### src/rtl/acpd_pkg.sv
// Package with constants and types for the AC presence detector
// Operation
// - Each filter samples its comparator on every rising edge of its sample clock.
// - Filter output changes only after the configured run of agreeing samples.
// - All sample clocks are divided from one 1 MHz base tick.
// - Periods offered: 1us x4 up to 2.1s x5, twelve settings.
// - Periods are power-of-two divisions: 1.024ms, 8.192ms, 65.5ms, 2.097s.
// - An N-sample filter settles between N-1 and N sample periods.
// - Above-threshold flag compares rectified input against 65 percent of held peak.
// - Peak-level-ok asserts at 1.85 V and clears at 1.65 V, with hysteresis.
// - Machine moves only on reset, the two flags and its state timers.
// - Each machine input first passes a 4us three-sample filter.
// - The state machine steps at about 7.8 kHz.
// - AC-good stays low until startup peak-ok passes a 1ms x3 filter.
// - AC-good high while AC is normal, low on AC off or fault.
// - AC-good rises only after the above-threshold phase has been seen.
// - Below phase goes to above phase if flag asserts within 8 ms.
// - Above phase returns to below phase when flag drops.
// - Alternating phases within limits keep AC-good high continuously.
// - After reset the machine enters the initial state; AC-good low there.
// - Initial goes to waiting on peak-ok, else low-peak state after 12 ms.
// - Waiting: after 12 ms above flag enters above phase; 25 ms fault; peak loss low-peak.
// - No above flag within 8 ms in below phase: fault, AC-good low, discharge.
package acpd_pkg;

   // -------------------------------------------------------------------------
   // Timing
   // -------------------------------------------------------------------------
   localparam int CLK_HZ = 100_000_000;
   localparam int BASE_HZ = 1_000_000;
   localparam int BASE_DIV = CLK_HZ / BASE_HZ;
   // Divider exponents of the 1 MHz tick, one per sample period
   localparam int EXP_1US = 0;
   localparam int EXP_4US = 2;
   localparam int EXP_16US = 4;
   localparam int EXP_32US = 5;
   localparam int EXP_128US = 7;
   localparam int EXP_1MS = 10;
   localparam int EXP_8MS = 13;
   localparam int EXP_66MS = 16;
   localparam int EXP_2S = 21;
   // State machine tick: 1 MHz / 128 = 7.8125 kHz
   localparam int EXP_FSM = 7;
   localparam int BASE_CNT_W = 21;
   localparam real FSM_PERIOD_US = 128.0;
   localparam real T_INIT_MS = 12.0;
   localparam real T_WAIT_MIN_MS = 12.0;
   localparam real T_WAIT_MAX_MS = 25.0;
   localparam real T_BELOW_MS = 8.0;
   localparam real T_ABOVE_MS = 10.0;
   // Longest times round down, least times round up
   localparam int TK_INIT = int'($floor(T_INIT_MS * 1000.0 / FSM_PERIOD_US));
   localparam int TK_WAIT_MIN = int'($ceil(T_WAIT_MIN_MS * 1000.0 / FSM_PERIOD_US));
   localparam int TK_WAIT_MAX = int'($floor(T_WAIT_MAX_MS * 1000.0 / FSM_PERIOD_US));
   localparam int TK_BELOW = int'($floor(T_BELOW_MS * 1000.0 / FSM_PERIOD_US));
   localparam int TK_ABOVE = int'($ceil(T_ABOVE_MS * 1000.0 / FSM_PERIOD_US));
   localparam int TMR_W = 8;

   // Filter sample counts
   localparam int N_FSM_IN = 3;
   localparam int N_STARTUP = 3;

   // -------------------------------------------------------------------------
   // Types
   // -------------------------------------------------------------------------
   typedef enum logic [2:0] {
      ST_RESET,
      ST_INIT,
      ST_WAIT,
      ST_ABOVE,
      ST_BELOW,
      ST_LOW_PEAK,
      ST_FAULT
   } acpd_state_t;

   typedef struct packed {
      logic above_threshold_flag;
      logic peak_level_ok;
      logic startup_peak_ok;
   } acpd_cmp_t;

   typedef struct packed {
      logic ac_good_output;
      logic peak_discharge;
      logic [2:0] state;
   } acpd_out_t;

endpackage

### src/rtl/acpd_top.sv
// AC presence detector: sampling filters and AC-on/off state machine
`timescale 1ns/1ns
module acpd_top
   import acpd_pkg::*;
// Clock cycles per 1 MHz base tick; the 7-bit prescaler caps it at 128
#(
   parameter int PRE_DIV = BASE_DIV
)
(
   input wire logic CLK,
   input wire logic SYS_RST,
   input wire acpd_pkg::acpd_cmp_t CMP_IN,
   output acpd_pkg::acpd_out_t AC_OUT
);
   import acpd_pkg::*;

   // -------------------------------------------------------------------------
   // Filter function: one sample step
   // -------------------------------------------------------------------------
   // Returns {out, cnt}; cnt counts agreeing samples of the level opposite out
   function automatic logic [4:0] filt_step(
      input logic samp,
      input logic q,
      input logic [3:0] cnt,
      input logic [3:0] n
   );
      logic [4:0] res;
      res = {q, cnt};
      if (samp == q)
      begin
         res = {q, 4'h0};
      end
      else if (cnt + 4'h1 >= n)
      begin
         res = {samp, 4'h0};
      end
      else
      begin
         res = {q, 4'(cnt + 4'h1)};
      end
      return res;
   endfunction

   // -------------------------------------------------------------------------
   // Filter family
   // -------------------------------------------------------------------------
   // Every offered period-by-count setting; only two feed flags in this block
   // and the rest stay ready for further comparators
   typedef enum logic [3:0] {
      FS_1US_X4,
      FS_4US_X3,
      FS_16US_X3,
      FS_32US_X3,
      FS_128US_X3,
      FS_128US_X5,
      FS_1MS_X3,
      FS_1MS_X5,
      FS_8MS_X6,
      FS_66MS_X8,
      FS_2S_X3,
      FS_2S_X5
   } acpd_filt_t;

   // Sample period of a setting as a power-of-two tap of the base tick
   function automatic logic [4:0] filt_exp(input acpd_filt_t f);
      logic [4:0] e;
      case (f)
         FS_1US_X4: e = 5'(EXP_1US);
         FS_4US_X3: e = 5'(EXP_4US);
         FS_16US_X3: e = 5'(EXP_16US);
         FS_32US_X3: e = 5'(EXP_32US);
         FS_128US_X3: e = 5'(EXP_128US);
         FS_128US_X5: e = 5'(EXP_128US);
         FS_1MS_X3: e = 5'(EXP_1MS);
         FS_1MS_X5: e = 5'(EXP_1MS);
         FS_8MS_X6: e = 5'(EXP_8MS);
         FS_66MS_X8: e = 5'(EXP_66MS);
         FS_2S_X3: e = 5'(EXP_2S);
         FS_2S_X5: e = 5'(EXP_2S);
         default: e = 5'(EXP_2S);
      endcase
      return e;
   endfunction

   // Run of agreeing samples that each setting needs before its output moves
   function automatic logic [3:0] filt_len(input acpd_filt_t f);
      logic [3:0] n;
      case (f)
         FS_1US_X4: n = 4'h4;
         FS_4US_X3: n = 4'(N_FSM_IN);
         FS_16US_X3: n = 4'h3;
         FS_32US_X3: n = 4'h3;
         FS_128US_X3: n = 4'h3;
         FS_128US_X5: n = 4'h5;
         FS_1MS_X3: n = 4'(N_STARTUP);
         FS_1MS_X5: n = 4'h5;
         FS_8MS_X6: n = 4'h6;
         FS_66MS_X8: n = 4'h8;
         FS_2S_X3: n = 4'h3;
         FS_2S_X5: n = 4'h5;
         default: n = 4'h3;
      endcase
      return n;
   endfunction

   // Tick of one tap: the low e bits of the next base count roll over to zero.
   // The widest tap, 2^21 base ticks, is the 2.097 s period.
   function automatic logic tap_tick(
      input logic bt,
      input logic [BASE_CNT_W-1:0] inc,
      input logic [4:0] e
   );
      logic [BASE_CNT_W-1:0] mask;
      mask = BASE_CNT_W'((32'h0000_0001 << e) - 32'h0000_0001);
      return bt && ((inc & mask) == '0);
   endfunction

   // -------------------------------------------------------------------------
   // State
   // -------------------------------------------------------------------------
   typedef struct packed {
      acpd_cmp_t sync1;
      acpd_cmp_t sync2;
      logic [6:0] pre;
      logic [BASE_CNT_W-1:0] base;
      logic above_q;
      logic [3:0] above_cnt;
      logic pkok_q;
      logic [3:0] pkok_cnt;
      logic st_q;
      logic [3:0] st_cnt;
      acpd_state_t state;
      logic [TMR_W-1:0] tmr;
      logic seen_above;
      logic good;
      logic dis;
   } acpd_reg_t;

   acpd_reg_t s_r;
   acpd_reg_t s_nxt;

   logic base_tick;
   logic tick_4us;
   logic tick_1ms;
   logic tick_fsm;
   logic [BASE_CNT_W-1:0] base_inc;

   // -------------------------------------------------------------------------
   // Dividers
   // -------------------------------------------------------------------------
   // Power-of-two taps of one counter give every sample rate
   assign base_tick = (s_r.pre == 7'(PRE_DIV - 1));
   assign base_inc = s_r.base + {{(BASE_CNT_W-1){1'b0}}, 1'b1};
   // A tap ticks where its low bits roll over to zero
   assign tick_4us = tap_tick(base_tick, base_inc, filt_exp(FS_4US_X3));
   assign tick_1ms = tap_tick(base_tick, base_inc, filt_exp(FS_1MS_X3));
   assign tick_fsm = tap_tick(base_tick, base_inc, 5'(EXP_FSM));

   // -------------------------------------------------------------------------
   // Next state
   // -------------------------------------------------------------------------
   always_comb
   begin
      logic [4:0] fr;
      logic ab;
      logic pk;
      fr = 5'h00;
      ab = s_r.above_q;
      pk = s_r.pkok_q;
      s_nxt = s_r;
      // Two-stage synchroniser for the analog comparator flags
      s_nxt.sync1 = CMP_IN;
      s_nxt.sync2 = s_r.sync1;
      s_nxt.pre = base_tick ? 7'h00 : 7'(s_r.pre + 7'h01);
      if (base_tick)
      begin
         s_nxt.base = base_inc;
      end

      // Machine input filters, 4us x3; comparator flags already hold
      // the 65 percent and 1.85/1.65 V hysteresis decisions
      if (tick_4us)
      begin
         fr = filt_step(s_r.sync2.above_threshold_flag, s_r.above_q, s_r.above_cnt,
                        filt_len(FS_4US_X3));
         s_nxt.above_q = fr[4];
         s_nxt.above_cnt = fr[3:0];
         fr = filt_step(s_r.sync2.peak_level_ok, s_r.pkok_q, s_r.pkok_cnt,
                        filt_len(FS_4US_X3));
         s_nxt.pkok_q = fr[4];
         s_nxt.pkok_cnt = fr[3:0];
      end
      // Startup peak filter, 1ms x3; settles 2..3 periods after a change
      if (tick_1ms)
      begin
         fr = filt_step(s_r.sync2.startup_peak_ok, s_r.st_q, s_r.st_cnt,
                        filt_len(FS_1MS_X3));
         s_nxt.st_q = fr[4];
         s_nxt.st_cnt = fr[3:0];
      end

      // State machine steps only on the slow tick
      if (tick_fsm)
      begin
         if (s_r.tmr != '1)
         begin
            s_nxt.tmr = TMR_W'(s_r.tmr + 1'b1);
         end
         case (s_r.state)
            ST_RESET:
            begin
               s_nxt.state = ST_INIT;
               s_nxt.tmr = '0;
            end
            ST_INIT:
            begin
               if (pk)
               begin
                  s_nxt.state = ST_WAIT;
                  s_nxt.tmr = '0;
               end
               else if (s_r.tmr >= TMR_W'(TK_INIT))
               begin
                  s_nxt.state = ST_LOW_PEAK;
                  s_nxt.tmr = '0;
               end
            end
            ST_WAIT:
            begin
               if (!pk)
               begin
                  s_nxt.state = ST_LOW_PEAK;
                  s_nxt.tmr = '0;
               end
               else if (ab && s_r.tmr >= TMR_W'(TK_WAIT_MIN))
               begin
                  s_nxt.state = ST_ABOVE;
                  s_nxt.tmr = '0;
               end
               else if (s_r.tmr >= TMR_W'(TK_WAIT_MAX))
               begin
                  s_nxt.state = ST_FAULT;
                  s_nxt.tmr = '0;
               end
            end
            ST_ABOVE:
            begin
               // AC off is never judged while above threshold
               if (!ab)
               begin
                  s_nxt.state = ST_BELOW;
                  s_nxt.seen_above = 1'b1;
                  s_nxt.tmr = '0;
               end
               else if (s_r.tmr >= TMR_W'(TK_ABOVE))
               begin
                  s_nxt.seen_above = 1'b1;
               end
            end
            ST_BELOW:
            begin
               if (!pk)
               begin
                  s_nxt.state = ST_LOW_PEAK;
                  s_nxt.tmr = '0;
               end
               else if (ab)
               begin
                  s_nxt.state = ST_ABOVE;
                  s_nxt.tmr = '0;
               end
               else if (s_r.tmr >= TMR_W'(TK_BELOW))
               begin
                  s_nxt.state = ST_FAULT;
                  s_nxt.tmr = '0;
               end
            end
            ST_LOW_PEAK:
            begin
               if (pk)
               begin
                  s_nxt.state = ST_WAIT;
                  s_nxt.tmr = '0;
               end
            end
            ST_FAULT:
            begin
               if (!pk)
               begin
                  s_nxt.state = ST_LOW_PEAK;
                  s_nxt.tmr = '0;
               end
               else if (ab)
               begin
                  s_nxt.state = ST_ABOVE;
                  s_nxt.seen_above = 1'b1;
                  s_nxt.tmr = '0;
               end
            end
            default:
            begin
               s_nxt.state = ST_RESET;
               s_nxt.tmr = '0;
            end
         endcase

         // The initial, waiting and low-peak states forget the above phase, so rising
         // again needs a fresh pass through it; the fault state keeps it
         if (s_nxt.state == ST_INIT || s_nxt.state == ST_WAIT ||
             s_nxt.state == ST_LOW_PEAK)
         begin
            s_nxt.seen_above = 1'b0;
         end
         s_nxt.dis = (s_nxt.state == ST_FAULT);
         // Held across above/below alternation without a gap
         s_nxt.good = s_r.st_q && s_nxt.seen_above &&
                      (s_nxt.state == ST_ABOVE || s_nxt.state == ST_BELOW);
      end
   end

   // -------------------------------------------------------------------------
   // Registers
   // -------------------------------------------------------------------------
   always_ff @(posedge CLK)
   begin
      if (SYS_RST)
      begin
         s_r <= '0;
         s_r.state <= ST_RESET;
      end
      else
      begin
         s_r <= s_nxt;
      end
   end

   assign AC_OUT.ac_good_output = s_r.good;
   assign AC_OUT.peak_discharge = s_r.dis;
   assign AC_OUT.state = s_r.state;

endmodule // acpd_top

### config.mk
export PLATFORM = sky130hd
export DESIGN_NAME = acpd_top
export DESIGN_NICKNAME = d
export VERILOG_FILES = /design/src/rtl/acpd_pkg.sv /design/src/rtl/acpd_top.sv
export SDC_FILE = /design/constraint.sdc
export NUM_CORES = 1
export LEC_CHECK = 0
export BUFFER_PORTS_ARGS = -buffer_cell sky130_fd_sc_hd__buf_2
export CORE_UTILIZATION = 55
export DETAILED_ROUTE_END_ITERATION = 8
export PLACE_DENSITY = 0.73
export REMOVE_ABC_BUFFERS = 1
export SYNTH_ARGS = -nofsm -noshare
export SYNTH_HDL_FRONTEND = slang
export SYNTH_SLANG_ARGS = --single-unit
### constraint.sdc
create_clock -name CLK -period 5.8 [get_ports CLK]
set_input_delay 1.16 -clock CLK [delete_from_list [all_inputs] [get_ports CLK]]
set_output_delay 1.16 -clock CLK [all_outputs]
set_load 0.01 [all_outputs]
==> impl_metrics.toml <==
[status]
status = "finished, final reports clean"

[grt]
grt_max_degree = 37
track_usage_pct = 21.21
grt_pass1_wl_mm = 8.983
grt.overflow.total = 0
antenna_found_initial = 0
grt_pass1_vias = 2009

[floorplan]
ioPinCount = 10
num_rows = 25
dieArea_sq_um = 5477
initial_core_util_pct = 58.81
fp.dieW_microns = 74.01
coreArea_sq_um = 4848
fp.dieH_microns = 74.01

[setup_path]
cp_cell_sequence = "or4b_4 > nor2_2 > nand2_2 > or3_1 > or4b_1 > nor3b_1"
cp_max_fo = 13
crit_path_max_incr_delay_ns = 0.57
critPathArrivalTime_ns = 3.07
worstPathRequired_ns = 5.98
start_kind = "flop"
critPathKind = "reg -> reg"
cp_slowest_cell = "or4b_4"
rrSetupSlack_ns = 2.91
end_kind = "flop"

[finish]
multi_input_area_sq_um = 1662
drive_above_1_share_pct = 8.876
fillers = 452
final_common_cell = "dfxtp_1"
nets = 355
n_antenna_cell = 0
seq_area_sq_um = 1041
final_cell_mix = "52 x dfxtp_1, 42 x nor2_1, 29 x nand2_1, 17 x a21oi_1, 13 x ha_1"
finalNonFillerCells = 405
area_growth_pct = 4.871

[placed_design]
dp_hpwl_mm = 3.698
port_buffers = 9
dp_cells = 397
place_congestion = 0.8065
preCtsSetupSlack_ns = 2.944

[pwr]
p_per_area_nw_per_um2 = 212.0
ir_worst_vdd_uv = 175.8
cellLeakagePower_nw = 1.039

[sta]
fmax_mhz = 346.0
fin_setup_tns_ns = 0
slew_headroom_pct = 53.19
max_slew.worst_pin.slew_ns = 0.6844
setup_violations = 0
min_period_over_period_pct = 49.83
timing.final.ws_setup_ns = 2.910
rsz0062_at_grt = "false"
slew_violations = 0
finClkSkew_ns = 0.01035
fin_crit_ns = 2.890
finalHoldViolCount = 0

[synth]
synth_largest_area_cell = "dfxtp_1"
synthTopCellsByArea = "dfxtp_1 37%, ha_1 5.7%, nor2_1 5.5%, nand2_1 3.8%, xor2_1 3.7%"
synth_compound_area_share_pct = 13.47
synthMuxAreaShare_pct = 3.203
synth_edf_count = 0
ys_ff_latch = 52
yosysSeqAreaShare_pct = 36.51
synth_top_family_by_area = "simple AND/OR/NAND/NOR gates"
synthArstFlopShare_pct = 0
avgSynthCellArea_sq_um = 8.265
ys_warn_count = 0
ys_types = 55
syn_inst = 345
synthFlopType = "dfxtp_1"
synthXorXnorAreaFrac_pct = 6.450
synthSimpleGateAreaFrac_pct = 29.44
synth_adder_area_share_pct = 5.704
syn_area_sq_um = 2851
yosysTopAreaCellShare_pct = 36.51

[routing]
postRouteAntennaNets = 0
finalWirelength_mm = 5.273
drt_iter0_markers = 119
drc_errors = 0
wire_per_inst_microns = 13.02
firstDrtPassIters = 4
dr_total_vias = 2301
vias_per_cell = 5.681

[clocking]
clk_latency_ns = 0.30
cts_tree = "done"
clock-root-buffer = "clkbuf_8"
cts-resized-gates = 0
cts_setup_buffers = 0
cts.clk_slew.worst_paths_ns = 0.10
cts.sink_count = 52
cts_made_buffers = 5
cts_buffer_depth = 2
h-tree-depth = 2
cts.hold.buffers_added = 0

[job]
drv_cap = 0

[worst_hold_path]
hold_class = "reg -> reg"
report_power, final:
part	switching (mW)	internal, mW
clock	0.116	0.141
sequential	0.00213	0.360
combinational	0.00840	0.00551
total	0.127	0.507
flip-flops by register name, indices dropped and copies added, names as in the netlist:
| signal | flops |
|---|---|
| AC_OUT | 5 |
| s_nxt | 3 |
| s_r | 44 |
through the flow:
stage	cell area, sq um	hold WS, ns	power, mW	utilization, %
floorplan	2740	0.4138	0.3784	-
CTS	2990	0.4515	0.6414	61.68
detailed placement	2869	0.4293	0.3851	59.17
global placement	2869	0.4159	0.3847	59.17
global route	2990	0.4583	0.6589	61.68
finish	2990	0.4458	0.6341	61.68
cells in the mapped netlist, drive strengths merged, types with 3 or more instances:
cell type / count
nor4: 5
nand2: 30
nand2b: 7
a211o: 3
xnor2: 9
nor2: 43
a2111oi: 4
and2: 7
nand4: 9
nand3: 9
o21ai: 11
ha: 13
or4b: 3
dfxtp: 52
mux2i: 8
or3: 4
nor3: 13
nor2b: 7
a31oi: 3
or4: 3
buf: 6
xor2: 12
a21oi: 17
inv: 10
o211ai: 3
nand3b: 7
clkbuf: 18
final timing paths:
kind,startpoint,to,cells after the start
worst max-delay path,s_r[54]$_SDFF_PP0_,s_r[9]$_SDFFE_PP0P_,6
worst min-delay path,s_nxt[59]$_SDFF_PP0_,s_r[59]$_SDFF_PP0_,1
worst max register to register,s_r[54]$_SDFF_PP0_,s_r[9]$_SDFFE_PP0P_,6
worst min register to register,s_nxt[59]$_SDFF_PP0_,s_r[59]$_SDFF_PP0_,1
critical path: cells and delay by family, from the launching register on:
kind | cells | cell delay, ns
flops | 1 | 0.35
simple gates | 6 | 2.43
cells by family (layout without fill, tap and decap cells):
group | Yosys count | in the layout
adder cells (fa/ha/maj) | 13 | 13
multiplexers | 9 | 9
AO/OA/AOI/OAI | 57 | 57
XOR/XNOR | 21 | 21
AND/OR/NAND/NOR | 159 | 159
flip-flops | 52 | 52
buffers and inverters | 34 | 27
per-layer routing:
| layer | part of all wire, % | GRT usage (%) | vias up |
|---|---|---|---|
| met5 | 0 | 0 | - |
| met4 | 1.6 | 7.906 | 0 |
| li1 | - | - | 1184 |
| met1 | 51 | 28.45 | 1074 |
| met3 | 2.6 | 4.065 | 7 |
| met2 | 45 | 33.94 | 36 |
final cells by class:
| type | count | share of cell area, % |
|---|---|---|
| Multi-Input combinational cell | 259 | 55.56 |
| Sequential cell | 52 | 34.81 |
| Tap cell | 67 | 2.803 |
| Clock buffer | 6 | 2.762 |
| Timing Repair Buffer | 9 | 1.506 |
| Clock inverter | 2 | 1.297 |
| Inverter | 10 | 1.255 |
Power figures use the tool's default switching activity.
